===== src/logic/iev_pkg.sv =====
// Constants, types and vector tables for the interrupt and exception vectoring block.
// Assumes a single system clock; all numbers here are shared by design and bench.
`default_nettype none
package iev_pkg;

	localparam int NUM_MASKABLE = 29;
	localparam int SRC_W        = 5;
	localparam int LEVEL_W      = 3;
	localparam int NUM_LEVELS   = 8;
	localparam int TRAP_W       = 5;
	localparam int NUM_TRAPS    = 32;

	// Default-priority index of the two DMA completion sources
	localparam int DMA0_SRC = 27;
	localparam int DMA1_SRC = 28;

	// Exception codes of the fixed sources
	localparam logic [15:0] CODE_RESET     = 16'h0000;
	localparam logic [15:0] CODE_NMI       = 16'h0010;
	localparam logic [15:0] CODE_TRAP_BASE = 16'h0040;
	localparam logic [15:0] CODE_EXC_TRAP  = 16'h0060;
	localparam logic [15:0] CODE_DMA0      = 16'h0290;
	localparam logic [15:0] CODE_DMA1      = 16'h02A0;

	// Maskable vector slots are 16 bytes apart, with unused slots left in place
	localparam logic [11:0] MASKABLE_BASE_SLOT = 12'h008;
	localparam logic [4:0]  GAP1_IDX           = 5'h05;
	localparam logic [11:0] GAP1_LEN           = 12'h002;
	localparam logic [4:0]  GAP2_IDX           = 5'h0F;
	localparam logic [11:0] GAP2_LEN           = 12'h004;

	// Least number of system clocks from request to handler start
	localparam logic [2:0] HANDLER_DELAY_CYC = 3'h4;

	// Reset values of the outputs
	localparam logic [15:0] RESET_CODE_VAL  = 16'h0000;
	localparam logic [31:0] RESET_ADDR_VAL  = 32'h0000_0000;

	typedef enum logic [1:0] {
		ST_IDLE = 2'b01,
		ST_WAIT = 2'b10
	} iev_state_e;

	typedef logic [LEVEL_W-1:0] iev_level_t;

	typedef struct packed {
		logic [15:0] code;
		logic [31:0] addr;
	} iev_vector_s;

	typedef struct packed {
		logic              req;
		logic [TRAP_W-1:0] num;
	} iev_trap_s;

	typedef struct packed {
		logic       mask;
		iev_level_t level;
	} iev_irq_ctl_s;

	function automatic logic [15:0] maskable_code(input logic [SRC_W-1:0] idx);
		logic [11:0] slot;
		slot = {7'h00, idx} + MASKABLE_BASE_SLOT;
		if (idx >= GAP1_IDX) begin
			slot = slot + GAP1_LEN;
		end
		if (idx >= GAP2_IDX) begin
			slot = slot + GAP2_LEN;
		end
		return {slot, 4'h0};
	endfunction

	// Handler address: code zero-extended, trap sub-number dropped
	function automatic logic [31:0] handler_addr(input logic [15:0] code);
		return {16'h0000, code[15:4], 4'h0};
	endfunction

endpackage
`default_nettype wire


===== src/logic/iev_vectoring.sv =====
// Functional notes
// - 32 traps, codes 004n and 005n
// - Illegal opcode and debug trap share 0060
// - DMA channel 0 done: priority 27, 0290
// - DMA channel 1 done: priority 28, 02A0
// - Simultaneous maskables: lowest programmed level wins, then lowest default priority
// - Nonmaskable request beats all but reset, ignores disable
// - Eight programmable levels drive nested acceptance
// - At least four clocks before handler start
//
// Vector and priority selection between interrupt sources and the core.
// Assumes requests are one-cycle pulses synchronous to clk_in and that the
// core reports its interrupt enable, in-service state and current level.
`timescale 1ns/1ps
`default_nettype none
module iev_vectoring (
	input  wire logic                                        clk_in,
	input  wire logic                                        rst_b_in,
	input  wire logic                                        ce_in,
	input  wire logic                                        nonmaskable_request_in,
	input  wire iev_pkg::iev_trap_s                          trap_in,
	input  wire logic                                        illegal_opcode_trap_in,
	input  wire logic                                        debug_trap_in,
	input  wire logic [iev_pkg::NUM_MASKABLE-3:0]            periph_req_in,
	input  wire iev_pkg::iev_irq_ctl_s [iev_pkg::NUM_MASKABLE-3:0] periph_ctl_in,
	input  wire logic                                        dma_ch0_done_irq_in,
	input  wire logic                                        dma_ch1_done_irq_in,
	input  wire iev_pkg::iev_irq_ctl_s                       dma_ch0_irq_ctl_in,
	input  wire iev_pkg::iev_irq_ctl_s                       dma_ch1_irq_ctl_in,
	input  wire logic                                        int_enable_in,
	input  wire logic                                        in_service_in,
	input  wire iev_pkg::iev_level_t                         cur_level_in,
	output iev_pkg::iev_vector_s                             vector_out,
	output logic                                             start_out,
	output logic                                             start_maskable_out,
	output iev_pkg::iev_level_t                              start_level_out,
	output logic                                             busy_out
);

	localparam int N = iev_pkg::NUM_MASKABLE;

	iev_pkg::iev_state_e             state_r;
	iev_pkg::iev_state_e             state_nxt;
	logic [2:0]                      cnt_r;
	logic                            reset_pend_r;
	logic                            nmi_pend_r;
	logic                            exc_pend_r;
	logic [15:0]                     exc_code_r;
	logic [N-1:0]                    pend_r;
	logic [N-1:0]                    pend_nxt;
	iev_pkg::iev_vector_s            vec_r;
	logic                            start_r;
	logic                            maskable_r;
	iev_pkg::iev_level_t             level_r;
	logic                            busy_r;

	wire logic [N-1:0]               req_all;
	iev_pkg::iev_irq_ctl_s [N-1:0]   ctl_all;
	logic [N-1:0]                    elig;
	logic                            win_valid;
	logic [iev_pkg::SRC_W-1:0]       win_idx;
	iev_pkg::iev_level_t             win_lvl;
	wire logic                       take;
	wire logic                       take_maskable;
	wire logic                       exc_in;
	wire logic [15:0]                exc_code_in;
	wire logic [15:0]                sel_code;
	wire logic                       wait_done;

	assign req_all = {dma_ch1_done_irq_in, dma_ch0_done_irq_in, periph_req_in};
	assign ctl_all = {dma_ch1_irq_ctl_in, dma_ch0_irq_ctl_in, periph_ctl_in};

	// Pending latch and eligibility per maskable source
	genvar g;
	generate
		for (g = 0; g < N; g++) begin : g_src
			// New request wins over the clear of its own acceptance
			assign pend_nxt[g] = req_all[g]
				| (pend_r[g] & ~(take_maskable && (int'(win_idx) == g)));
			assign elig[g] = pend_r[g] & ~ctl_all[g].mask & int_enable_in
				& (~in_service_in | (ctl_all[g].level < cur_level_in));
		end
	endgenerate

	// Lowest programmed level first, then lowest default priority
	always_comb begin
		win_valid = 1'b0;
		win_idx   = '0;
		win_lvl   = '1;
		for (int i = N - 1; i >= 0; i--) begin
			if (elig[i] && (!win_valid || ctl_all[i].level <= win_lvl)) begin
				win_valid = 1'b1;
				win_idx   = i[iev_pkg::SRC_W-1:0];
				win_lvl   = ctl_all[i].level;
			end
		end
	end

	assign exc_in      = illegal_opcode_trap_in | debug_trap_in | trap_in.req;
	assign exc_code_in = (illegal_opcode_trap_in | debug_trap_in) ? iev_pkg::CODE_EXC_TRAP
		: (iev_pkg::CODE_TRAP_BASE | {11'h000, trap_in.num});

	// Fixed order: reset, nonmaskable, exceptions, maskable
	assign sel_code = reset_pend_r ? iev_pkg::CODE_RESET
		: nmi_pend_r ? iev_pkg::CODE_NMI
		: exc_pend_r ? exc_code_r
		: iev_pkg::maskable_code(win_idx);

	assign take          = (state_r == iev_pkg::ST_IDLE) && !start_r
		&& (reset_pend_r | nmi_pend_r | exc_pend_r | win_valid);
	assign take_maskable = take && !reset_pend_r && !nmi_pend_r && !exc_pend_r;
	assign wait_done     = (cnt_r == iev_pkg::HANDLER_DELAY_CYC - 3'h1);

	// Take only happens in idle, so the wait state never sees it
	always_comb begin
		state_nxt = state_r;
		case (state_r)
			iev_pkg::ST_IDLE: begin
				if (take) begin
					state_nxt = iev_pkg::ST_WAIT;
				end
			end
			iev_pkg::ST_WAIT: begin
				if (wait_done) begin
					state_nxt = iev_pkg::ST_IDLE;
				end
			end
			default: begin
				state_nxt = iev_pkg::ST_IDLE;
			end
		endcase
	end

	always_ff @(posedge clk_in or negedge rst_b_in) begin
		if (!rst_b_in) begin
			state_r <= iev_pkg::ST_IDLE;
			cnt_r   <= 3'h0;
			start_r <= 1'b0;
			busy_r  <= 1'b0;
		end else if (ce_in) begin
			state_r <= state_nxt;
			cnt_r   <= take ? 3'h1 : (state_r == iev_pkg::ST_WAIT) ? cnt_r + 3'h1 : 3'h0;
			start_r <= (state_r == iev_pkg::ST_WAIT) && wait_done;
			busy_r  <= (state_nxt == iev_pkg::ST_WAIT);
		end
	end

	always_ff @(posedge clk_in or negedge rst_b_in) begin
		if (!rst_b_in) begin
			reset_pend_r <= 1'b1;
			nmi_pend_r   <= 1'b0;
			exc_pend_r   <= 1'b0;
			exc_code_r   <= iev_pkg::RESET_CODE_VAL;
			pend_r       <= '0;
		end else if (ce_in) begin
			reset_pend_r <= reset_pend_r & ~take;
			nmi_pend_r   <= nonmaskable_request_in | (nmi_pend_r & ~(take && !reset_pend_r));
			exc_pend_r   <= exc_in | (exc_pend_r & ~(take && !reset_pend_r && !nmi_pend_r));
			exc_code_r   <= exc_in ? exc_code_in : exc_code_r;
			pend_r       <= pend_nxt;
		end
	end

	always_ff @(posedge clk_in or negedge rst_b_in) begin
		if (!rst_b_in) begin
			vec_r      <= '{code: iev_pkg::RESET_CODE_VAL, addr: iev_pkg::RESET_ADDR_VAL};
			maskable_r <= 1'b0;
			level_r    <= '0;
		end else if (ce_in && take) begin
			vec_r      <= '{code: sel_code, addr: iev_pkg::handler_addr(sel_code)};
			maskable_r <= take_maskable;
			level_r    <= take_maskable ? win_lvl : level_r;
		end
	end

	assign vector_out         = vec_r;
	assign start_out          = start_r;
	assign start_maskable_out = maskable_r;
	assign start_level_out    = level_r;
	assign busy_out           = busy_r;

	// Helper: some eligible source beats the chosen one
	logic better_exists;
	always_comb begin
		better_exists = 1'b0;
		for (int i = 0; i < N; i++) begin
			if (elig[i] && ((ctl_all[i].level < win_lvl)
				|| ((ctl_all[i].level == win_lvl) && (i < int'(win_idx))))) begin
				better_exists = 1'b1;
			end
		end
	end
endmodule // iev_vectoring
`default_nettype wire


===== config.mk =====
export PLATFORM = sky130hd
export DESIGN_NAME = iev_vectoring
export DESIGN_NICKNAME = d
export VERILOG_FILES = /design/src/logic/iev_pkg.sv /design/src/logic/iev_vectoring.sv
export SDC_FILE = /design/constraint.sdc
export NUM_CORES = 1
export LEC_CHECK = 0
export ABC_AREA = 1
export BUFFER_PORTS_ARGS = -buffer_cell sky130_fd_sc_hd__buf_2
export CAP_MARGIN = 20
export CORE_ASPECT_RATIO = 0.8
export CORE_MARGIN = 2
export CORE_UTILIZATION = 24
export CTS_BUF_LIST = sky130_fd_sc_hd__clkbuf_8
export CTS_CLUSTER_DIAMETER = 80
export CTS_CLUSTER_SIZE = 14
export DETAILED_ROUTE_END_ITERATION = 10
export GPL_TIMING_DRIVEN = 0
export PLACE_DENSITY = 0.39
export SETUP_SLACK_MARGIN = 0.5
export SLEW_MARGIN = 20
export SYNTH_ARGS = -nofsm -noshare
export SYNTH_HDL_FRONTEND = slang
export SYNTH_SLANG_ARGS = --single-unit

===== constraint.sdc =====
create_clock -name clk_in -period 89.7 [get_ports clk_in]
set_input_delay 4.485 -clock clk_in [delete_from_list [all_inputs] [get_ports clk_in]]
set_output_delay 4.485 -clock clk_in [all_outputs]
set_load 0.005 [all_outputs]

# After elaboration in Yosys (flattened, before gate mapping)
# Index checks and enable logic that the tools add are counted.
[op_classes] addsub=4 order_cmp=59 n_eq_ne=32 muxes=98 bitwise_logic=246 n_reduce_logical=127
[ops] op="$mux 5" count=29
[ops] op="$and 1x1->1" count=119
[ops] op="$mux 3" count=31
[ops] op="$lt 3x3->1" count=29
[ops] op="$le 3x3->1" count=28
[ops] op="$eq 5x5->1 const B" count=16
[ops] op="$or 1x1->1" count=65
[ops] op="$logic_and 1x1->1" count=64
[ops] op="$not 1->1" count=62
[ops] op="$mux 16" count=3
[ops] op="$eq 5x4->1 const B" count=8
[ops] op="$logic_not 1->1" count=32
[ops] op="$mux 1" count=29
[ops] op="$logic_or 1x1->1" count=28
[ops] op="$eq 5x3->1 const B" count=3
[ops] op="$add 12x3->12 const B" count=1
[ops] op="$mux 12" count=1
[ops] op="$add 6x2->7 const B" count=1
[ops] op="$mux 7" count=1
[ops] op="$add 5x4->6 const B" count=1
[ops] op="$mux 6" count=1
[ops] op="$eq 5x2->1 const B" count=1
[ops] op="$ge 5x3->1 const B" count=1
[ops] op="$ge 5x4->1 const B" count=1
[ops] op="8 further kinds" count=11
[totals] regBits=87 in_bits=162 out_inout_bits=54 wordCells=579

# Depth between registers and ports, before layout
[depth] ltp_word=126 mapped_depth=268 depth_no_buf=268

# Least setup slack after synthesis
# Ideal clock, no wire load.
[synth_path] kind="input-to-reg" start="in cur_level_in[2]" end="reg vec_r, in the netlist vector_out[42]" t_arrival_ns=36.149 required_ns=89.634 setup_slack_ns=53.485 stages=259 path_buffers=1 path_cell_list="inv_1 > ha_1 > a21oi_1 > nand2_1 > nand2_1 > nand2_1 > inv_1 > nand2_1 > inv_1 > ha_1 > nand2_1 > nor2_1 > nor2_1 > nand3_1 > nand2_1 > nand2_1 > and2_1 > ha_1 > [223 not listed] > nand2_1 > buf_6 > clkinv_2 > nor2_4 > inv_6 > ha_1 > nand3_1 > nand2_1 > inv_1 > nand2_2 > nand2_1 > nand2_1 > inv_1 > ha_1 > nand2_2 > o31ai_1 > nand2_1 > nand2_1"
[synth_via] elab_chain_cells=124 elab_cells_between_ends=298 classes_between="3 x add/sub; 59 x order compare; 91 x mux; 59 x bitwise; 86 x reduce/logical"
[synth_rtl] element="start: declaration" line_no="iev_vectoring.sv:32" rtl="input wire iev_pkg::iev_level_t cur_level_in,"
[synth_rtl] element="$lt 3x3->1" line_no="iev_vectoring.sv:81" rtl="& (~in_service_in | (ctl_all[g].level < cur_level_in));"
[synth_rtl] element="$or 1x1->1" line_no="iev_vectoring.sv:81"
[synth_rtl] element="$and 1x1->1" line_no="iev_vectoring.sv:81"
[synth_rtl] element="$mux 3 / $mux 1 (equally long branches)" line_no="iev_vectoring.sv:91" rtl="if (elig[i] && (!win_valid || ctl_all[i].level <= win_lvl)) begin"
[synth_rtl] element="$le 3x3->1 / $logic_not 1->1 (equally long branches)" line_no="iev_vectoring.sv:91"
[synth_rtl] element="$logic_or 1x1->1" line_no="iev_vectoring.sv:91"
[synth_rtl] element="$logic_and 1x1->1" line_no="iev_vectoring.sv:91"
[synth_rtl] element="$mux 3 / $mux 1 (equally long branches)" line_no="iev_vectoring.sv:91"
[synth_rtl] element="[108 not listed]"
[synth_rtl] element="$add 5x4->6" line_no="iev_pkg.sv:63" rtl="slot = {7'h00, idx} + MASKABLE_BASE_SLOT;"
[synth_rtl] element="$add 6x2->7" line_no="iev_pkg.sv:65" rtl="slot = slot + GAP1_LEN;"
[synth_rtl] element="$mux 7" line_no="iev_pkg.sv:64" rtl="if (idx >= GAP1_IDX) begin"
[synth_rtl] element="$add 12x3->12" line_no="iev_pkg.sv:68" rtl="slot = slot + GAP2_LEN;"
[synth_rtl] element="$mux 12" line_no="iev_pkg.sv:67" rtl="if (idx >= GAP2_IDX) begin"
[synth_rtl] element="$mux 16" line_no="iev_vectoring.sv:106" rtl=": exc_pend_r ? exc_code_r"
[synth_rtl] element="$mux 16" line_no="iev_vectoring.sv:105" rtl=": nmi_pend_r ? iev_pkg::CODE_NMI"
[synth_rtl] element="$mux 16" line_no="iev_vectoring.sv:104" rtl="assign sel_code = reset_pend_r ? iev_pkg::CODE_RESET"
[synth_rtl] element="end signal: assignment" line_no="iev_vectoring.sv:166" rtl="vec_r <= '{code: iev_pkg::RESET_CODE_VAL, addr: iev_pkg::RESET_ADDR_VAL};"
[synth_rtl] element="end signal: assignment" line_no="iev_vectoring.sv:170" rtl="vec_r <= '{code: sel_code, addr: iev_pkg::handler_addr(sel_code)};"
[synth_rtl] element="end: declaration" line_no="iev_vectoring.sv:51" rtl="iev_pkg::iev_vector_s vec_r;"
# Parallel ways exist; a longest one is shown, timed or not.
# A chain may end at the register's enable or synchronous reset.

# Final worst setup path
# Ends and elaborated chain as after synthesis.

==> results.yml <==
clocking:
  cts_root_buf: "clkbuf_8"
  post_cts_buffers: 0
  ctsHoldBuffers: 0
  cts.clk_slew.worst_paths_ns: 0.07
  clock_latency_ns: 0.36
  cts_sinks: 62
  cts_buffers: 9
  ctsResizeCount: 0
  cts_tree: "done"
  clock_path_buffers: 2
  htree_levels: 3
timing:
  setup_tns_ns: 0
  rsz0062_at_grt: "false"
  drv_slew: 0
  fin_worst_skew_ns: 0.01141
  timing.final.crit_share: 0.4639
  clock.fmax_mhz: 24.03
  relSlewSlack: 0.3078
  hold_ws_ns: 0.4669
  finalSetupViolCount: 0
  setup_ws_ns: 48.09
  worst_slew_pin_slew_ns: 1.012
  hold_violations: 0
  finalCriticalPeriod_ns: 41.61
cells_and_area:
  utilization: 0.2960
  finalNonFillerCells: 2068
  fillers: 4195
  drive_above_1_share: 0.2006
  post-route-cell-area_sq_um: 10920
  area_growth_syn_to_layout_pct: 21.92
  fin_nets: 1890
floorplanning:
  row_count: 63
  die_w_um: 220.0
  die_y_um: 176.8
  io_pins: 216
  core_area_sq_um: 36890
  initial_core_util: 0.2428
  die_area_sq_um: 38890
synth:
  ys_ff_latch: 62
  synth_seq_area_share: 0.1735
  synth.distinct_cells: 53
  syn_inst: 1347
  synth-async-reset-ratio: 1.000
  synth_commonest_cells: "nand2_1 (415), ha_1 (153), nand3_1 (149), inv_1 (140), o21ai_0 (63)"
  synth_area_sq_um: 8957
  yosysMostFrequentCell: "nand2_1"
  ys_warn_count: 0
  synth_top_area_cell: "ha_1"
  ys.flop_type: "dfrtp_1"
  syn_area_per_cell_sq_um: 6.650
  netlist_top_cells_area: "ha_1 (21%), nand2_1 (17%), dfrtp_1 (17%)"
  synth_edf_count: 0
  synth_top_area_frac: 0.2137
route:
  ant_nets: 0
  vias: 9274
  first_pass_iters: 5
  wl_per_cell_um: 15.61
  detail_route.iter0.violations: 431
  viasPerCell: 4.485
  drcViolationCount: 0
  drt-total-wl_um: 32280
critical_path:
  crit_start: "cur_level_in[2]"
  critPathSlowestCell: "or2_2"
  rrSetupSlack_ns: 52.39
  cp.arrival_ns: 41.92
  path_common_cell: "nand2_1"
  critPathTopFamily: "simple AND/OR/NAND/NOR gates"
  critPathLaunchType: "input pin"
  end_kind: "flip-flop"
  worst-path-max-fanout: 11
  reg2reg_from: "pend_r[28]"
  worst-path-buf-inv: 24
  cpPeakStageDelay_ns: 0.38
  crit_type: "in2reg"
  crit_required_ns: 90.01
job:
  drv_cap: 0
pwr:
  p_leak_nw: 6.086
  max-vdd-ir-drop_mv: 0.01408
  power.total_mw: 0.2991
  power_density_nw_per_um2: 27.39
hold_path:
  hold_start: "reset_pend_r"
  hp-class: "reg2reg"
place:
  placed_cells: 2051
  gp_congestion: 0.8538
  postPlaceCellArea_sq_um: 10670
  hpwl_um: 27890
  portBuffers: 187
  place_ws_ns: 47.81
global_route:
  grt_usage: 0.1668
  grt_pass1_wl_um: 50260
  overflow: 0
  antenna_found_initial: 2
  grt_max_degree: 33
  grt_pass1_vias: 9151
run_status:
  status: "finished clean"
[placed cells by master (no fill, tap or decap), drive strengths merged, types with 2 or more instances in the layout]
| master | Yosys | routed |
|---|---|---|
| a2111oi | 17 | 17 |
| a211oi | 11 | 11 |
| a21oi | 57 | 57 |
| a22oi | 2 | 2 |
| a31oi | 14 | 14 |
| a32oi | 8 | 8 |
| and2 | 40 | 40 |
| buf | 44 | 234 |
| bufinv | 0 | 3 |
| clkbuf | 11 | 22 |
| clkinv | 2 | 2 |
| conb | 1 | 28 |
| dfrtp | 60 | 60 |
| dfstp | 2 | 2 |
| ha | 153 | 153 |
| inv | 146 | 148 |
| nand2 | 428 | 428 |
| nand3 | 155 | 155 |
| nand3b | 10 | 10 |
| nand4 | 7 | 7 |
| nor2 | 64 | 64 |
| nor3 | 5 | 5 |
| nor3b | 2 | 2 |
| o211ai | 3 | 3 |
| o21ai | 67 | 67 |
| o31ai | 2 | 2 |
| or2 | 27 | 27 |
| xnor2 | 2 | 2 |
[final timing paths]
check,to,cells past startpoint
min,reset_pend_r,2
max,vector_out[42],259
max in group asynchronous,state_r[0],2
min in group asynchronous,exc_code_r[1],1
min reg2reg,reset_pend_r,2
max reg2reg,vector_out[42],254
[sequential cells by signal, summed over array words and instances, names as in the netlist]
name                flops
cnt_r                   3
busy_out                1
state_r                 2
nmi_pend_r              1
pend_r                 29
start_out               1
exc_pend_r              1
reset_pend_r            1
start_level_out         3
vector_out             12
start_maskable_out      1
exc_code_r              7
[power breakdown]
part	internal (mW)	total [mW]	switching [mW]
combinational	0.0868	0.233	0.146
sequential	0.0313	0.0339	0.00262
clock	0.0198	0.0320	0.0122
total	0.138	0.299	0.161
[per-layer routing]
layer,up-vias,global-route usage,part of all wire,routed length [um]
met5,-,0,0.00077,25
met4,4,0.02461,0.011,345
met3,25,0.02354,0.041,1319
met2,163,0.2653,0.42,13710
met1,4153,0.2422,0.52,16870
li1,4929,-,-,-
[cells by family (layout without fill, tap and decap cells)]
| logic type | after synthesis | in the layout | share of synthesized area |
|---|---|---|---|
| AOI/OAI and AO/OA | 186 | 186 | 0.1250 |
| xor gates and xnor gates | 3 | 3 | 0.002934 |
| adders and majority gates | 153 | 153 | 0.2137 |
| buffers and inverters | 203 | 409 | 0.1046 |
| DFF | 62 | 62 | 0.1735 |
| other | 1 | 29 | 0.0004187 |
| and+or+nand+nor | 739 | 739 | 0.3798 |
[worst reg2reg max path: cells and delay by family (launching register included)]
| kind | cells | cell delay, ns |
|---|---|---|
| AOI/OAI and AO/OA | 61 | 7.80 |
| adders and majority gates | 30 | 8.27 |
| buffers and inverters | 22 | 2.92 |
| DFF | 1 | 0.36 |
| and+or+nand+nor | 141 | 17.92 |
[layout make-up]
class,count,area (sq um),area share
Antenna cell,1,2.502,0.0002291
Buffer,55,375.4,0.03437
Clock buffer,11,151.4,0.01386
Clock inverter,5,97.59,0.008937
Inverter,148,561.8,0.05144
Multi-Input combinational cell,1109,6570,0.6016
Sequential cell,62,1554,0.1423
Tap cell,487,609.3,0.05580
Timing Repair Buffer,190,998.5,0.09143
(Power assumes the default switching activity.)
